===== src/logic/cocr_consts.vh =====
// Constants for the clock output control register bank.
`ifndef COCR_CONSTS_VH
`define COCR_CONSTS_VH

// Register indices of the control bytes.
`define COCR_IDX_SREF_OE      3'h0
`define COCR_IDX_MISC_OE      3'h1
`define COCR_IDX_BUS_OE       3'h2
`define COCR_IDX_SREF_STOP    3'h3
`define COCR_IDX_STOP_PD      3'h4
`define COCR_IDX_DRIVE_MODE   3'h5
`define COCR_NUM_BYTES        7'h06
`define COCR_COUNT_BYTE       8'h06

// Power-up values of the control bytes.
`define COCR_RST_SREF_OE      8'hFF
`define COCR_RST_MISC_OE      8'hFE
`define COCR_RST_BUS_OE       8'hFF
`define COCR_RST_SREF_STOP    8'h00
`define COCR_RST_STOP_PD      8'h07
`define COCR_RST_DRIVE_MODE   8'h00

// Serial interface.
`define COCR_SLAVE_ADDR       8'hD2
`define COCR_CMD_BYTE_MODE    7
`define COCR_LAST_BIT         3'h7
// Idle levels of the synchronised pins: stops released, no power-down.
`define COCR_PIN_IDLE         5'h0F

// Field positions inside byte 1.
`define COCR_B1_BUS0_OE       7
`define COCR_B1_VIDEO_DOT_OE  6
`define COCR_B1_HOST48_OE     5
`define COCR_B1_REFERENCE_OUT0_OE       4
`define COCR_B1_REFERENCE_OUT1_OE       3
`define COCR_B1_PROC0_OE      1
`define COCR_B1_SPREAD        0

// Field positions inside bytes 2, 4 and 5.
`define COCR_B2_BUS1_OE       4
`define COCR_B2_PROC2_OE      1
`define COCR_B4_PANEL_PD_TRI  7
`define COCR_B4_DOT_PD_TRI    6
`define COCR_B4_BUS0_STOP     3
`define COCR_B5_SREF_STOP_TRI 7
`define COCR_B5_PROC_STOP_TRI 4
`define COCR_B5_SREF_PD_TRI   3

`endif


===== src/logic/cocr_sync.v =====
// Two flip-flop synchroniser for asynchronous input levels.
`timescale 1ns/1ps
module cocr_sync #(
  parameter             WIDTH       = 1,
  parameter [WIDTH-1:0] RESET_VALUE = {WIDTH{1'b0}}
) (
  // Clock and reset.
  input  wire             clk,
  input  wire             nrst,
  // Levels.
  input  wire [WIDTH-1:0] async_in,
  output reg  [WIDTH-1:0] sync_out
);

  reg [WIDTH-1:0] meta;

  // Both stages reset to the idle level of the pins, so no false edge or
  // false stop request is seen just after reset.
  always @(posedge clk or negedge nrst) begin
    if (!nrst) begin
      meta     <= RESET_VALUE;
      sync_out <= RESET_VALUE;
    end else begin
      meta     <= async_in;
      sync_out <= meta;
    end
  end

endmodule // cocr_sync


===== src/logic/cocr_top.v =====
// Control bytes 0 to 5 of the clock synthesizer and their serial slave.
//
// Behaviour
// - Byte 0 bits 7..1 enable serial reference pairs 7..1, default on.
// - Byte 0 bit 0 enables shared pair 0 or panel pair, default on.
// - Byte 1 bits 7,5,4,3 enable bus0, host 48, reference_out0, reference_out1; default on.
// - Byte 1 bit 6 enables video non-spread and dot pair together.
// - Byte 1 bits 2 and 1 enable processor pairs 1 and 0.
// - Byte 1 bit 0 turns processor PLL spread on, default off.
// - Byte 2 bits 7..4 enable bus clocks 4..1, default on.
// - Byte 2 bit 1 enables processor pair 2, default on.
// - Byte 3 bit n lets bus stop halt serial reference pair n.
// - Byte 4 bits 7, 6 tri-state panel and dot pairs in power-down.
// - Byte 4 bit 3 lets bus stop halt free-running bus clock 0.
// - Byte 4 bits 2..0 let processor stop halt processor pairs.
// - Byte 5 bit 7 tri-states stopped serial reference pairs.
// - Byte 5 bits 6..4 tri-state stopped processor pairs 2..0.
// - Byte 5 bit 3 tri-states serial reference pairs 7..1 in power-down.
// - Byte 5 bits 2..0 tri-state processor pairs in power-down.
// - Command bit 7 picks byte or block; low bits give index.
// - Only the fixed slave address with direction bit is answered.
// - All control bytes load defaults at reset.
`timescale 1ns/1ps
`include "cocr_consts.vh"
module cocr_top (
  // Clock and reset.
  input  wire       CLK,
  input  wire       NRST,
  // Two-wire serial interface.
  input  wire       SCL,
  input  wire       SDA_IN,
  output reg        SDA_OUT,
  output reg        SDA_OE,
  // Clock control pins.
  input  wire       BUS_CLOCK_STOP_N,
  input  wire       PROCESSOR_CLOCK_STOP_N,
  input  wire       POWER_DOWN,
  // Serial reference pairs; pair 0 is shared with the panel pair.
  output reg  [7:0] SERIAL_REF_PAIR_OE,
  output reg  [7:0] SERIAL_REF_PAIR_RUN,
  // Processor clock pairs.
  output reg  [2:0] PROCESSOR_PAIR_OE,
  output reg  [2:0] PROCESSOR_PAIR_RUN,
  // Bus clocks; index 0 is the free-running bus clock.
  output reg  [4:0] BUS_CLOCK_OE,
  output reg  [4:0] BUS_CLOCK_RUN,
  // Video, dot, host port and reference clocks.
  output reg        VIDEO_CLOCK_NONSPREAD_OE,
  output reg        VIDEO_CLOCK_NONSPREAD_RUN,
  output reg        DOT_CLOCK_PAIR_OE,
  output reg        DOT_CLOCK_PAIR_RUN,
  output reg        HOST_PORT_CLOCK_48_OE,
  output reg        HOST_PORT_CLOCK_48_RUN,
  output reg  [1:0] REFERENCE_OUT_OE,
  output reg  [1:0] REFERENCE_OUT_RUN,
  // Processor PLL spread spectrum.
  output reg        PROCESSOR_PLL_SPREAD
);

  localparam [6:0] ST_IDLE = 7'h01;
  localparam [6:0] ST_ADDR = 7'h02;
  localparam [6:0] ST_CMD  = 7'h04;
  localparam [6:0] ST_CNT  = 7'h08;
  localparam [6:0] ST_WR   = 7'h10;
  localparam [6:0] ST_RD   = 7'h20;
  localparam [6:0] ST_MACK = 7'h40;

  wire [4:0] pins_sync;
  reg        scl_d, sda_d;
  reg  [6:0] state;
  reg  [7:0] shift;
  reg  [7:0] tx;
  reg  [2:0] cnt;
  reg  [6:0] idx;
  reg        blk;
  reg        ack_go, ack_on;
  reg  [7:0] ctl [0:5];
  integer    i;

  wire       scl_s      = pins_sync[0];
  wire       sda_s      = pins_sync[1];
  wire       bus_stop   = ~pins_sync[2];
  wire       proc_stop  = ~pins_sync[3];
  wire       pd         = pins_sync[4];
  wire       scl_rise   = scl_s & ~scl_d;
  wire       scl_fall   = ~scl_s & scl_d;
  wire       start_cond = scl_s & scl_d & sda_d & ~sda_s;
  wire       stop_cond  = scl_s & scl_d & ~sda_d & sda_s;
  wire [7:0] rx_byte    = {shift[6:0], sda_s};
  wire       idx_ok     = idx < `COCR_NUM_BYTES;
  wire [7:0] rd_byte    = idx_ok ? ctl[idx[2:0]] : 8'h00;
  wire [7:0] own_addr   = `COCR_SLAVE_ADDR;

  wire [7:0] b0 = ctl[`COCR_IDX_SREF_OE];
  wire [7:0] b1 = ctl[`COCR_IDX_MISC_OE];
  wire [7:0] b2 = ctl[`COCR_IDX_BUS_OE];
  wire [7:0] b3 = ctl[`COCR_IDX_SREF_STOP];
  wire [7:0] b4 = ctl[`COCR_IDX_STOP_PD];
  wire [7:0] b5 = ctl[`COCR_IDX_DRIVE_MODE];

  // Power-up value of each control byte.
  function [7:0] cocr_default;
    input [2:0] n;
    begin
      case (n)
        `COCR_IDX_SREF_OE:    cocr_default = `COCR_RST_SREF_OE;
        `COCR_IDX_MISC_OE:    cocr_default = `COCR_RST_MISC_OE;
        `COCR_IDX_BUS_OE:     cocr_default = `COCR_RST_BUS_OE;
        `COCR_IDX_SREF_STOP:  cocr_default = `COCR_RST_SREF_STOP;
        `COCR_IDX_STOP_PD:    cocr_default = `COCR_RST_STOP_PD;
        default:              cocr_default = `COCR_RST_DRIVE_MODE;
      endcase
    end
  endfunction

  // Returns {drive, toggle} for one output.
  function [1:0] cocr_gate;
    input en;
    input stop_sel;
    input stop_act;
    input stop_tri;
    input pd_act;
    input pd_tri;
    reg   halted;
    reg   tri_mode;
    begin
      halted   = pd_act | (stop_sel & stop_act);
      tri_mode = pd_act ? pd_tri : stop_tri;
      // A halted output that stays driven holds a static level.
      cocr_gate = {en & ~(halted & tri_mode), en & ~halted};
    end
  endfunction

  // Pins from outside the clock domain pass two flip-flops first.
  cocr_sync #(
    .WIDTH       (5),
    .RESET_VALUE (`COCR_PIN_IDLE)
  ) u_sync (
    .clk         (CLK),
    .nrst        (NRST),
    .async_in    ({POWER_DOWN, PROCESSOR_CLOCK_STOP_N, BUS_CLOCK_STOP_N,
                   SDA_IN, SCL}),
    .sync_out    (pins_sync)
  );

  // Serial slave: byte and block transfers on the control bytes.
  always @(posedge CLK or negedge NRST) begin
    if (!NRST) begin
      scl_d   <= 1'b1;
      sda_d   <= 1'b1;
      state   <= ST_IDLE;
      shift   <= 8'h00;
      tx      <= 8'h00;
      cnt     <= 3'h0;
      idx     <= 7'h00;
      blk     <= 1'b0;
      ack_go  <= 1'b0;
      ack_on  <= 1'b0;
      SDA_OE  <= 1'b0;
      SDA_OUT <= 1'b0;
      for (i = 0; i < 6; i = i + 1) begin
        ctl[i] <= cocr_default(i[2:0]);
      end
    end else begin
      scl_d   <= scl_s;
      sda_d   <= sda_s;
      SDA_OUT <= 1'b0;
      if (start_cond) begin
        state  <= ST_ADDR;
        cnt    <= 3'h0;
        ack_go <= 1'b0;
        ack_on <= 1'b0;
        SDA_OE <= 1'b0;
      end else if (stop_cond) begin
        state  <= ST_IDLE;
        ack_go <= 1'b0;
        ack_on <= 1'b0;
        SDA_OE <= 1'b0;
      end else if (scl_rise && !ack_on) begin
        case (state)
          ST_ADDR, ST_CMD, ST_CNT, ST_WR: begin
            shift <= rx_byte;
            cnt   <= cnt + 3'h1;
            if (cnt == `COCR_LAST_BIT) begin
              case (state)
                ST_ADDR: begin
                  // Direction bit excluded from the compare.
                  if (rx_byte[7:1] == own_addr[7:1]) begin
                    ack_go <= 1'b1;
                    if (rx_byte[0]) begin
                      state <= ST_RD;
                      if (blk) begin
                        tx <= `COCR_COUNT_BYTE;
                      end else begin
                        tx  <= rd_byte;
                        idx <= idx + 7'h01;
                      end
                    end else begin
                      state <= ST_CMD;
                    end
                  end else begin
                    state <= ST_IDLE;
                  end
                end
                ST_CMD: begin
                  ack_go <= 1'b1;
                  blk    <= ~rx_byte[`COCR_CMD_BYTE_MODE];
                  if (rx_byte[`COCR_CMD_BYTE_MODE]) begin
                    idx   <= rx_byte[6:0];
                    state <= ST_WR;
                  end else begin
                    idx   <= 7'h00;
                    state <= ST_CNT;
                  end
                end
                ST_CNT: begin
                  // Block write count is taken but not enforced.
                  ack_go <= 1'b1;
                  state  <= ST_WR;
                end
                default: begin
                  ack_go <= 1'b1;
                  idx    <= idx + 7'h01;
                  if (idx_ok) begin
                    // Reserved bits stored as written, never decoded.
                    ctl[idx[2:0]] <= rx_byte;
                  end
                end
              endcase
            end
          end
          ST_RD: begin
            cnt <= cnt + 3'h1;
            if (cnt == `COCR_LAST_BIT) begin
              state <= ST_MACK;
            end
          end
          ST_MACK: begin
            if (sda_s) begin
              state <= ST_IDLE;
            end else begin
              state <= ST_RD;
              tx    <= rd_byte;
              idx   <= idx + 7'h01;
            end
          end
          default: begin
            state <= ST_IDLE;
          end
        endcase
      end else if (scl_fall) begin
        if (ack_go) begin
          ack_go <= 1'b0;
          ack_on <= 1'b1;
          SDA_OE <= 1'b1;
        end else if (ack_on) begin
          ack_on <= 1'b0;
          cnt    <= 3'h0;
          if (state == ST_RD) begin
            SDA_OE <= ~tx[7];
            tx     <= {tx[6:0], 1'b0};
          end else begin
            SDA_OE <= 1'b0;
          end
        end else if (state == ST_RD) begin
          SDA_OE <= ~tx[7];
          tx     <= {tx[6:0], 1'b0};
        end else begin
          SDA_OE <= 1'b0;
        end
      end
    end
  end

  // Next output state, worked out from the control bytes and pins.
  reg  [7:0] next_sref_oe, next_sref_run;
  reg  [2:0] next_proc_oe, next_proc_run;
  reg  [4:0] next_bus_oe, next_bus_run;
  reg  [1:0] next_ref_oe, next_ref_run;
  reg  [1:0] next_video, next_dot, next_host, g;
  reg        proc_en, sref_pd_tri;
  integer    n;

  always @* begin
    g             = 2'h0;
    proc_en       = 1'b0;
    sref_pd_tri   = 1'b0;
    next_sref_oe  = 8'h00;
    next_sref_run = 8'h00;
    next_proc_oe  = 3'h0;
    next_proc_run = 3'h0;
    next_bus_oe   = 5'h00;
    next_bus_run  = 5'h00;
    next_ref_oe   = 2'h0;
    next_ref_run  = 2'h0;
    for (n = 0; n < 8; n = n + 1) begin
      // Pair 0 follows the panel power-down mode.
      sref_pd_tri = (n == 0) ? b4[`COCR_B4_PANEL_PD_TRI]
                             : b5[`COCR_B5_SREF_PD_TRI];
      g = cocr_gate(b0[n], b3[n], bus_stop,
                    b5[`COCR_B5_SREF_STOP_TRI], pd,
                    sref_pd_tri);
      next_sref_oe[n]  = g[1];
      next_sref_run[n] = g[0];
    end
    for (n = 0; n < 3; n = n + 1) begin
      proc_en = (n == 2) ? b2[`COCR_B2_PROC2_OE]
                         : b1[`COCR_B1_PROC0_OE + n];
      g = cocr_gate(proc_en, b4[n], proc_stop,
                    b5[`COCR_B5_PROC_STOP_TRI + n], pd,
                    b5[n]);
      next_proc_oe[n]  = g[1];
      next_proc_run[n] = g[0];
    end
    g = cocr_gate(b1[`COCR_B1_BUS0_OE], b4[`COCR_B4_BUS0_STOP],
                  bus_stop, 1'b0, pd, 1'b0);
    next_bus_oe[0]  = g[1];
    next_bus_run[0] = g[0];
    for (n = 1; n < 5; n = n + 1) begin
      g = cocr_gate(b2[`COCR_B2_BUS1_OE + n - 1], 1'b0, bus_stop,
                    1'b0, pd, 1'b0);
      next_bus_oe[n]  = g[1];
      next_bus_run[n] = g[0];
    end
    g = cocr_gate(b1[`COCR_B1_REFERENCE_OUT0_OE], 1'b0, 1'b0, 1'b0, pd, 1'b0);
    next_ref_oe[0]  = g[1];
    next_ref_run[0] = g[0];
    g = cocr_gate(b1[`COCR_B1_REFERENCE_OUT1_OE], 1'b0, 1'b0, 1'b0, pd, 1'b0);
    next_ref_oe[1]  = g[1];
    next_ref_run[1] = g[0];
    next_video = cocr_gate(b1[`COCR_B1_VIDEO_DOT_OE], 1'b0, 1'b0,
                           1'b0, pd, 1'b0);
    next_dot   = cocr_gate(b1[`COCR_B1_VIDEO_DOT_OE], 1'b0, 1'b0,
                           1'b0, pd, b4[`COCR_B4_DOT_PD_TRI]);
    next_host  = cocr_gate(b1[`COCR_B1_HOST48_OE], 1'b0, 1'b0,
                           1'b0, pd, 1'b0);
  end

  // Outputs are registered so the analog drivers see clean levels.
  always @(posedge CLK or negedge NRST) begin
    if (!NRST) begin
      {SERIAL_REF_PAIR_OE, SERIAL_REF_PAIR_RUN, PROCESSOR_PAIR_OE,
       PROCESSOR_PAIR_RUN, BUS_CLOCK_OE, BUS_CLOCK_RUN, REFERENCE_OUT_OE,
       REFERENCE_OUT_RUN, VIDEO_CLOCK_NONSPREAD_OE, VIDEO_CLOCK_NONSPREAD_RUN,
       DOT_CLOCK_PAIR_OE, DOT_CLOCK_PAIR_RUN, HOST_PORT_CLOCK_48_OE,
       HOST_PORT_CLOCK_48_RUN, PROCESSOR_PLL_SPREAD} <= 43'h000_0000_0000;
    end else begin
      {SERIAL_REF_PAIR_OE, SERIAL_REF_PAIR_RUN, PROCESSOR_PAIR_OE,
       PROCESSOR_PAIR_RUN, BUS_CLOCK_OE, BUS_CLOCK_RUN, REFERENCE_OUT_OE,
       REFERENCE_OUT_RUN} <= {next_sref_oe, next_sref_run, next_proc_oe,
                              next_proc_run, next_bus_oe, next_bus_run,
                              next_ref_oe, next_ref_run};
      {VIDEO_CLOCK_NONSPREAD_OE, VIDEO_CLOCK_NONSPREAD_RUN} <= next_video;
      {DOT_CLOCK_PAIR_OE, DOT_CLOCK_PAIR_RUN} <= next_dot;
      {HOST_PORT_CLOCK_48_OE, HOST_PORT_CLOCK_48_RUN} <= next_host;
      PROCESSOR_PLL_SPREAD <= b1[`COCR_B1_SPREAD];
    end
  end

endmodule // cocr_top


===== config.mk =====
export PLATFORM = sky130hd
export DESIGN_NAME = cocr_top
export DESIGN_NICKNAME = d
export VERILOG_FILES = /design/src/logic/cocr_sync.v /design/src/logic/cocr_top.v
export VERILOG_INCLUDE_DIRS = /design/src /design/src/logic
export SDC_FILE = /design/constraint.sdc
export NUM_CORES = 1
export LEC_CHECK = 0
export ABC_AREA = 1
export BUFFER_PORTS_ARGS = -buffer_cell sky130_fd_sc_hd__buf_2
export CORE_UTILIZATION = 50
export DETAILED_ROUTE_END_ITERATION = 6
export PLACE_DENSITY = 0.69
export SKIP_CTS_REPAIR_TIMING = 1
export SYNTH_ARGS = -nofsm -noshare
export SYNTH_HDL_FRONTEND = slang
export SYNTH_SLANG_ARGS = --single-unit

===== constraint.sdc =====
create_clock -name CLK -period 2.45 [get_ports CLK]
set_clock_uncertainty 0.2 [all_clocks]
set_input_delay 0.49 -clock CLK [delete_from_list [all_inputs] [get_ports CLK]]
set_output_delay 0.49 -clock CLK [all_outputs]
set_load 0.02 [all_outputs]

# Word level (Yosys, flattened, before mapping)
# Cells that the tools add are included.
dict set report word_totals {
  reg_bits 138
  latchBits 0
  ram_bits 0
  romBits 0
  word_cells 273
  n_memories 0
}
dict set report classes {
  addsub 2
  mul 0
  div_mod_pow 0
  magnitude_cmp 3
  n_eq_ne 31
  n_shift 0
  muxes 69
  n_bitwise 112
  reduce_logical 23
}
# cell n
set ops {}
lappend ops {{$mux W8} 14}
lappend ops {{$mux W7} 12}
lappend ops {{$and A1 B1 Y1} 63}
lappend ops {{$pmux W7 S3} 3}
lappend ops {{$bwmux W48} 1}
lappend ops {{$not A1 Y1} 36}
lappend ops {{$mux W1} 25}
lappend ops {{$bmux W8 S3} 1}
lappend ops {{$demux W8 S3} 1}
lappend ops {{$ne A3 B3 Y1 const B} 8}
lappend ops {{$mux W3} 7}
lappend ops {{$pmux W8 S2} 1}
lappend ops {{$eq A7 B7 Y1 const B} 2}
lappend ops {{$pmux W7 S2} 1}
lappend ops {{$mux W6} 2}
lappend ops {{$or A1 B1 Y1} 12}
lappend ops {{$reduce_and A4 Y1} 3}
lappend ops {{$reduce_bool A3 Y1} 4}
lappend ops {{$reduce_and A11 Y1} 1}
lappend ops {{$reduce_and A10 Y1} 1}
lappend ops {{$ne A2 B2 Y1 const B} 4}
lappend ops {{$ne A4 B3 Y1 const B} 2}
lappend ops {{$ne A4 B4 Y1 const B} 2}
lappend ops {{$add A7 B1 Y7 const B} 1}
lappend ops {{other kinds (28)} 33}

# Logic depth before layout (Yosys ltp)
dict set report depth {
  word_depth 12
  ltp_mapped 12
}

# Hierarchy
# A second synthesis with hierarchy kept.
dict set report hier_totals {
  hier_cells 768
  hier_area_um2 6379.9
}
# mod instances cells_per_inst area_each_um2
set by_module_without_submodules {}
lappend by_module_without_submodules {cocr_top 1 758 6119.6}
lappend by_module_without_submodules {cocr_sync 1 10 260.2}

# Worst setup path after synthesis
# OpenSTA, ideal clock, no wires.
dict set report synth_timing {
  path_kind {reg2reg}
  start {register idx[1]}
  end {register ctl, in the netlist b5[6]}
  t_arrival_ns 1.669
  t_required_ns 2.122
  path_slack_ns 0.452
  path_stages_with_launch 9
  cell_sequence {dfrtp_1 > clkbuf_2 > nand2_1 > nand4_1 > nor4_4 > nand3_1 > buf_6 > nand2_1 > o21ai_0}
}
dict set report synth_between {
  elab_chain_len 6
}
# item line_no
set synth_rtl {}
lappend synth_rtl {{from (decl)} cocr_top.v:74} ;# reg [6:0] idx;
lappend synth_rtl {{from (signal assigned)} cocr_top.v:196} ;# idx <= idx + 7'h01;
lappend synth_rtl {{from (signal assigned)} cocr_top.v:209} ;# idx <= rx_byte[6:0];
lappend synth_rtl {{from (signal assigned)} cocr_top.v:223} ;# idx <= idx + 7'h01;
lappend synth_rtl {{$not A3 Y4 (not written as such)} cocr_top.v:226} ;# ctl[idx[2:0]] <= rx_byte;
lappend synth_rtl {{$ge A4 B4 Y1 (not written as such) or $lt A4 B1 Y1 (tied branches)} cocr_top.v:226}
lappend synth_rtl {{$logic_and A1 B1 Y1 (not written as such)} cocr_top.v:226}
lappend synth_rtl {{$mux W8 (not written as such)} cocr_top.v:226}
lappend synth_rtl {{$demux W8 S3} cocr_top.v:226}
lappend synth_rtl {{$bwmux W48} cocr_top.v:226}
lappend synth_rtl {{to (signal, indexed assignment)} cocr_top.v:162} ;# ctl[i] <= cocr_default(i[2:0]);
lappend synth_rtl {{to (signal, indexed assignment)} cocr_top.v:226}
lappend synth_rtl {{to (decl)} cocr_top.v:77} ;# reg [7:0] ctl [0:5];
# Several ways; a longest one is shown, not always the timed one.
# A chain may end at the register's enable or synchronous reset.

# Final worst setup path
dict set report layout_timing {
  start {register cnt[0]}
  end {register ctl, in the netlist b1[5]}
}
dict set report layout_between {
  elab_chain_len 2
}
# item line_no
set layout_rtl {}
lappend layout_rtl {{from (decl)} cocr_top.v:73} ;# reg [2:0] cnt;
lappend layout_rtl {{from (signal assigned)} cocr_top.v:183} ;# cnt <= cnt + 3'h1;
lappend layout_rtl {{from (signal assigned)} cocr_top.v:233} ;# cnt <= cnt + 3'h1;
lappend layout_rtl {{$eq A3 B3 Y1 (no line)} -}
lappend layout_rtl {{$reduce_and A7 Y1 (no line)} -}
# No other way between the ends.

==> summary.md <==
| Metric | Value |
|---|---|
| Site Rows | `39` |
| Number of enable flip-flop cells after synthesis | `0` |
| Number of global-route vias before repair | `roughly 4,700` |
| Maximum number of pins on one net before global-route repair | `between 50 and 60` |
| Worst Path Max Fanout | `12` |
| Fin. Hold Viols | `0` |
| Minimum clock period after layout | `2.25 ns` |
| Type of the tightest min-delay check | `reg -> reg` |
| Accumulated negative setup slack | `0 ns` |
| Most used standard cells in the synthesized netlist | `sky130_fd_sc_hd__nand2_1 (177), sky130_fd_sc_hd__o21ai_0 (102), sky130_fd_sc_hd__dfrtp_1 (101), sky130_fd_sc_hd__inv_1 (72), sky130_fd_sc_hd__nor2_1 (57)` |
| Share of final-layout standard cells stronger than drive strength 1 | `~20%` |
| Total nets after synthesis | `roughly 700` |
| Synth unique cells | `34` |
| Static leakage | `between 3 and 4 nW` |
| Number of vias after detailed routing | `between 4,000 and 5,000` |
| DRC marker count from the first detailed-route iteration | `just over 500` |
| I/O pins | `52` |
| Cell count of the worst reg-to-reg path | `7` |
| Vertical die dimension | `around 110 µm` |
| Period utilisation layout | `just over 90%` |
| Total of endpoints with negative setup slack in the final report | `0` |
| Core region area | `between 10,000 and 15,000 µm²` |
| Switching part of the total power | `30.1%` |
| CTS Buf Count | `17` |
| Pint | `4.22 mW` |
| H-tree depth reported by CTS | `4` |
| Post-synth top flop | `sky130_fd_sc_hd__dfrtp_1` |
| Synth-to-Final Area Change | `18.2%` |
| Finished Cell Area | `~7100 µm²` |
| Outcome | `finished with violations` |
| Most frequent cell after synthesis | `sky130_fd_sc_hd__nand2_1` |
| Share of power burned in the clock network | `between 30% and 40%` |
| Average footprint of a synthesized cell | `slightly below 9 µm²` |
| Number of max-capacitance violations reported | `0` |
| Worst slew margin relative to its limit | `about 48%` |
| Post-synthesis register bit count | `between 100 and 150` |
| Proportion of register bits with asynchronous set or reset after synthesis | `100%` |
| Max frequency | `445 MHz` |
| Post-place instance area | `around 6500 µm²` |
| DRC violation count after routing | `9` |
| Number of cells produced by synthesis | `just under 700` |
| 1st-pass router iterations | `7` |
| Part of the Yosys area used for sequential elements | `~58%` |
| Final weighted congestion of routability-driven global placement | `0.919` |
| Antenna violations before repair | `0` |
| Proportion of power drawn by flip-flops and latches | `a little over two fifths` |
| Reg2reg end | `b1[5]$_DFFE_PN1P_` |
| IR Drop Worst-Case VDD | `approximately 0.35 mV` |
| Routing usage on met3 | `under 10%` |
| Endpoint of the most critical setup path | `b1[5]$_DFFE_PN1P_` |
| Finished Core Util | `between 60 and 70%` |
| WL per Instance | `~15 µm` |
| Violations in the final reports | `DRC` |
| Part of the power in combinational logic | `around 19%` |
| Met2 routing resource usage after global routing | `between 30% and 40%` |
| Total grt overflow | `0` |
| Clock transition time at the flip-flop clock pins of the worst setup and hold paths | `roughly 0.060 ns` |
| GRT Resource Usage Total | `approximately 24%` |
| Netlist area before placement | `6030 µm²` |
| Vias per inst | `approximately 5.4` |
| Critical path origin | `cnt[0]$_DFFE_PN0P_` |
| Leading area contributor after synthesis | `sky130_fd_sc_hd__dfrtp_1` |
| Ant diodes | `0` |
| Top post-synthesis cells by area | `sky130_fd_sc_hd__dfrtp_1 (42%), sky130_fd_sc_hd__dfstp_2 (16%), sky130_fd_sc_hd__nand2_1 (11%), sky130_fd_sc_hd__o21ai_0 (8.5%), sky130_fd_sc_hd__inv_1 (4.5%)` |
| Sw Pwr | `between 1.5 and 2 mW` |
| Startpoint of the worst register-to-register path | `cnt[0]$_DFFE_PN0P_` |
| Wire length of the first global-routing pass | `23.3 mm` |
| Final WL | `roughly 14 mm` |
| GR peak layer | `met2` |
| Category of the most critical setup path | `reg -> reg` |
| Crit start category | `flop` |
| Count of yosys warnings during synthesis | `0` |
| Met1 Usage GRT | `around a third` |
| Clock Latency Late Sink | `0.43 ns` |
| Data required, critical path | `around 2.6 ns` |
| Starting Density | `a little over half` |
| Die ar. | `12,500 µm²` |
| Die boundary width | `between 100 and 150 µm` |
| Total half-perimeter wirelength after legalization and detailed placement | `about 9.9 mm` |
| Power density cells | `between 800 and 900 nW/µm²` |
| Slew @ Worst Pin | `0.781 ns` |
| Unrepaired setup endpoints after global routing | `no` |
| Final Max Tran Viols | `0` |
| Worst reg-to-reg setup slack | `0.20 ns` |
| Port Buffer Count | `50` |
| Number of nets in the layout | `775` |
| Critical path data arrival time | `between 2 and 2.5 ns` |
| Number of buffers on the longest clock path | `2` |
| Critical Path Sink Type | `flop` |
| Synth top area share | `41.9%` |
| Clock sink count | `138` |
| Number of antenna-violating nets in the routed design | `0` |
| Clock tree from TritonCTS | `built` |
| Root buf cell | `sky130_fd_sc_hd__clkbuf_16` |
-- power groups by stage --
stage,Clock [mW],Combinational [mW],Sequential [mW]
after floorplan,0,0.755,2.53
after global placement,0,1.05,2.56
after detailed placement,0,1.08,2.57
after CTS,2.41,1.09,2.53
after global routing,2.52,1.25,2.56
final,2.38,1.12,2.54
-- stage by stage --
step	cells	hold WS, ns	power, mW	worst slack (ns)
6_report	920	0.154	6.04	0.205
5_1_grt	920	0.162	6.32	0.0441
4_1_cts	914	-0.213	6.03	0.161
3_5_place_dp	883	0.144	3.65	0.176
3_3_place_gp	883	0.135	3.62	0.174
2_1_floorplan	687	-0.00559	3.28	0.452
-- flip-flops by register name (all words and copies together) (netlist names), 2 cells and up --
register             count
BUS_CLOCK_OE             5
BUS_CLOCK_RUN            5
PROCESSOR_PAIR_OE        3
PROCESSOR_PAIR_RUN       3
REFERENCE_OUT_OE         2
REFERENCE_OUT_RUN        2
SERIAL_REF_PAIR_OE       8
SERIAL_REF_PAIR_RUN      8
b0                       8
b1                       8
b2                       8
b3                       8
b4                       8
b5                       8
cnt                      3
idx                      7
shift                    7
state                    7
tx                       8
u_sync.meta              5
u_sync.sync_out          5
-- layout make-up --
| cell class | instances | area [µm²] |
|---|---|---|
| fillers | 980 | 4440 |
| inverters | 72 | 270 |
| flip-flops and latches | 138 | 3500 |
| clock buffers | 20 | 457 |
| clock inverters | 11 | 98.8 |
| multi-input cells | 457 | 2120 |
| repair buffers | 79 | 502 |
| well taps | 143 | 179 |
-- layer usage --
metal	share of wire, %	vias to the layer above
met5	0	-
met4	2.6	0
met3	5.7	31
met2	47	157
met1	44	2382
li1	-	2386
-- layout by cell type, fill, tap and decap left out, types with 3 or more instances in the layout --
cell	n
sky130_fd_sc_hd__clkinv_2	4
sky130_fd_sc_hd__nor3_1	8
sky130_fd_sc_hd__o22ai_1	6
sky130_fd_sc_hd__nand4_1	5
sky130_fd_sc_hd__inv_1	72
sky130_fd_sc_hd__dlygate4sd3_1	6
sky130_fd_sc_hd__clkinvlp_4	3
sky130_fd_sc_hd__buf_4	22
sky130_fd_sc_hd__xor2_1	3
sky130_fd_sc_hd__a21oi_1	25
sky130_fd_sc_hd__dfrtp_1	101
sky130_fd_sc_hd__a21boi_0	3
sky130_fd_sc_hd__ha_1	3
sky130_fd_sc_hd__nand3_1	43
sky130_fd_sc_hd__o211ai_1	5
sky130_fd_sc_hd__o21ai_0	102
sky130_fd_sc_hd__nor2_2	4
sky130_fd_sc_hd__nor2_1	54
sky130_fd_sc_hd__dfstp_2	37
sky130_fd_sc_hd__nand2_1	176
sky130_fd_sc_hd__or2_2	8
sky130_fd_sc_hd__clkinv_4	3
sky130_fd_sc_hd__clkbuf_16	17
sky130_fd_sc_hd__buf_2	49
-- worst max-delay path, cell delays in order, from the launching register on --
cell,delay [ns]
sky130_fd_sc_hd__dfrtp_1,0.37
sky130_fd_sc_hd__ha_1,0.17
sky130_fd_sc_hd__ha_1,0.23
sky130_fd_sc_hd__inv_1,0.11
sky130_fd_sc_hd__nor4_4,0.43
sky130_fd_sc_hd__nand3_1,0.21
sky130_fd_sc_hd__buf_4,0.23
sky130_fd_sc_hd__o21ai_0,0.20
-- cell families after synthesis --
group / synth area share [%]
simple gates: 20.8
compound gates: 12.8
flops: 58.0
buf+inv: 6.97
xor+xnor: 0.726
fa+ha+maj: 0.622
other cells: 0.0622
-- worst min-delay path by stage --
| stage | from | end | slack (ns) | cells past startpoint |
|---|---|---|---|---|
| after floorplan | NRST | BUS_CLOCK_OE[0]$_DFF_PN0_ | -0.006 | 0 |
| after global placement | u_sync.meta[4]$_DFF_PN0_ | u_sync.sync_out[4]$_DFF_PN0_ | 0.14 | 0 |
| after detailed placement | u_sync.meta[4]$_DFF_PN0_ | u_sync.sync_out[4]$_DFF_PN0_ | 0.14 | 0 |
| after CTS | NRST | b3[3]$_DFFE_PN0P_ | -0.21 | 1 |
| after global routing | u_sync.meta[3]$_DFF_PN1_ | u_sync.sync_out[3]$_DFF_PN1_ | 0.16 | 0 |
| final | u_sync.meta[3]$_DFF_PN1_ | u_sync.sync_out[3]$_DFF_PN1_ | 0.15 | 0 |
(Power assumes the default switching activity.)
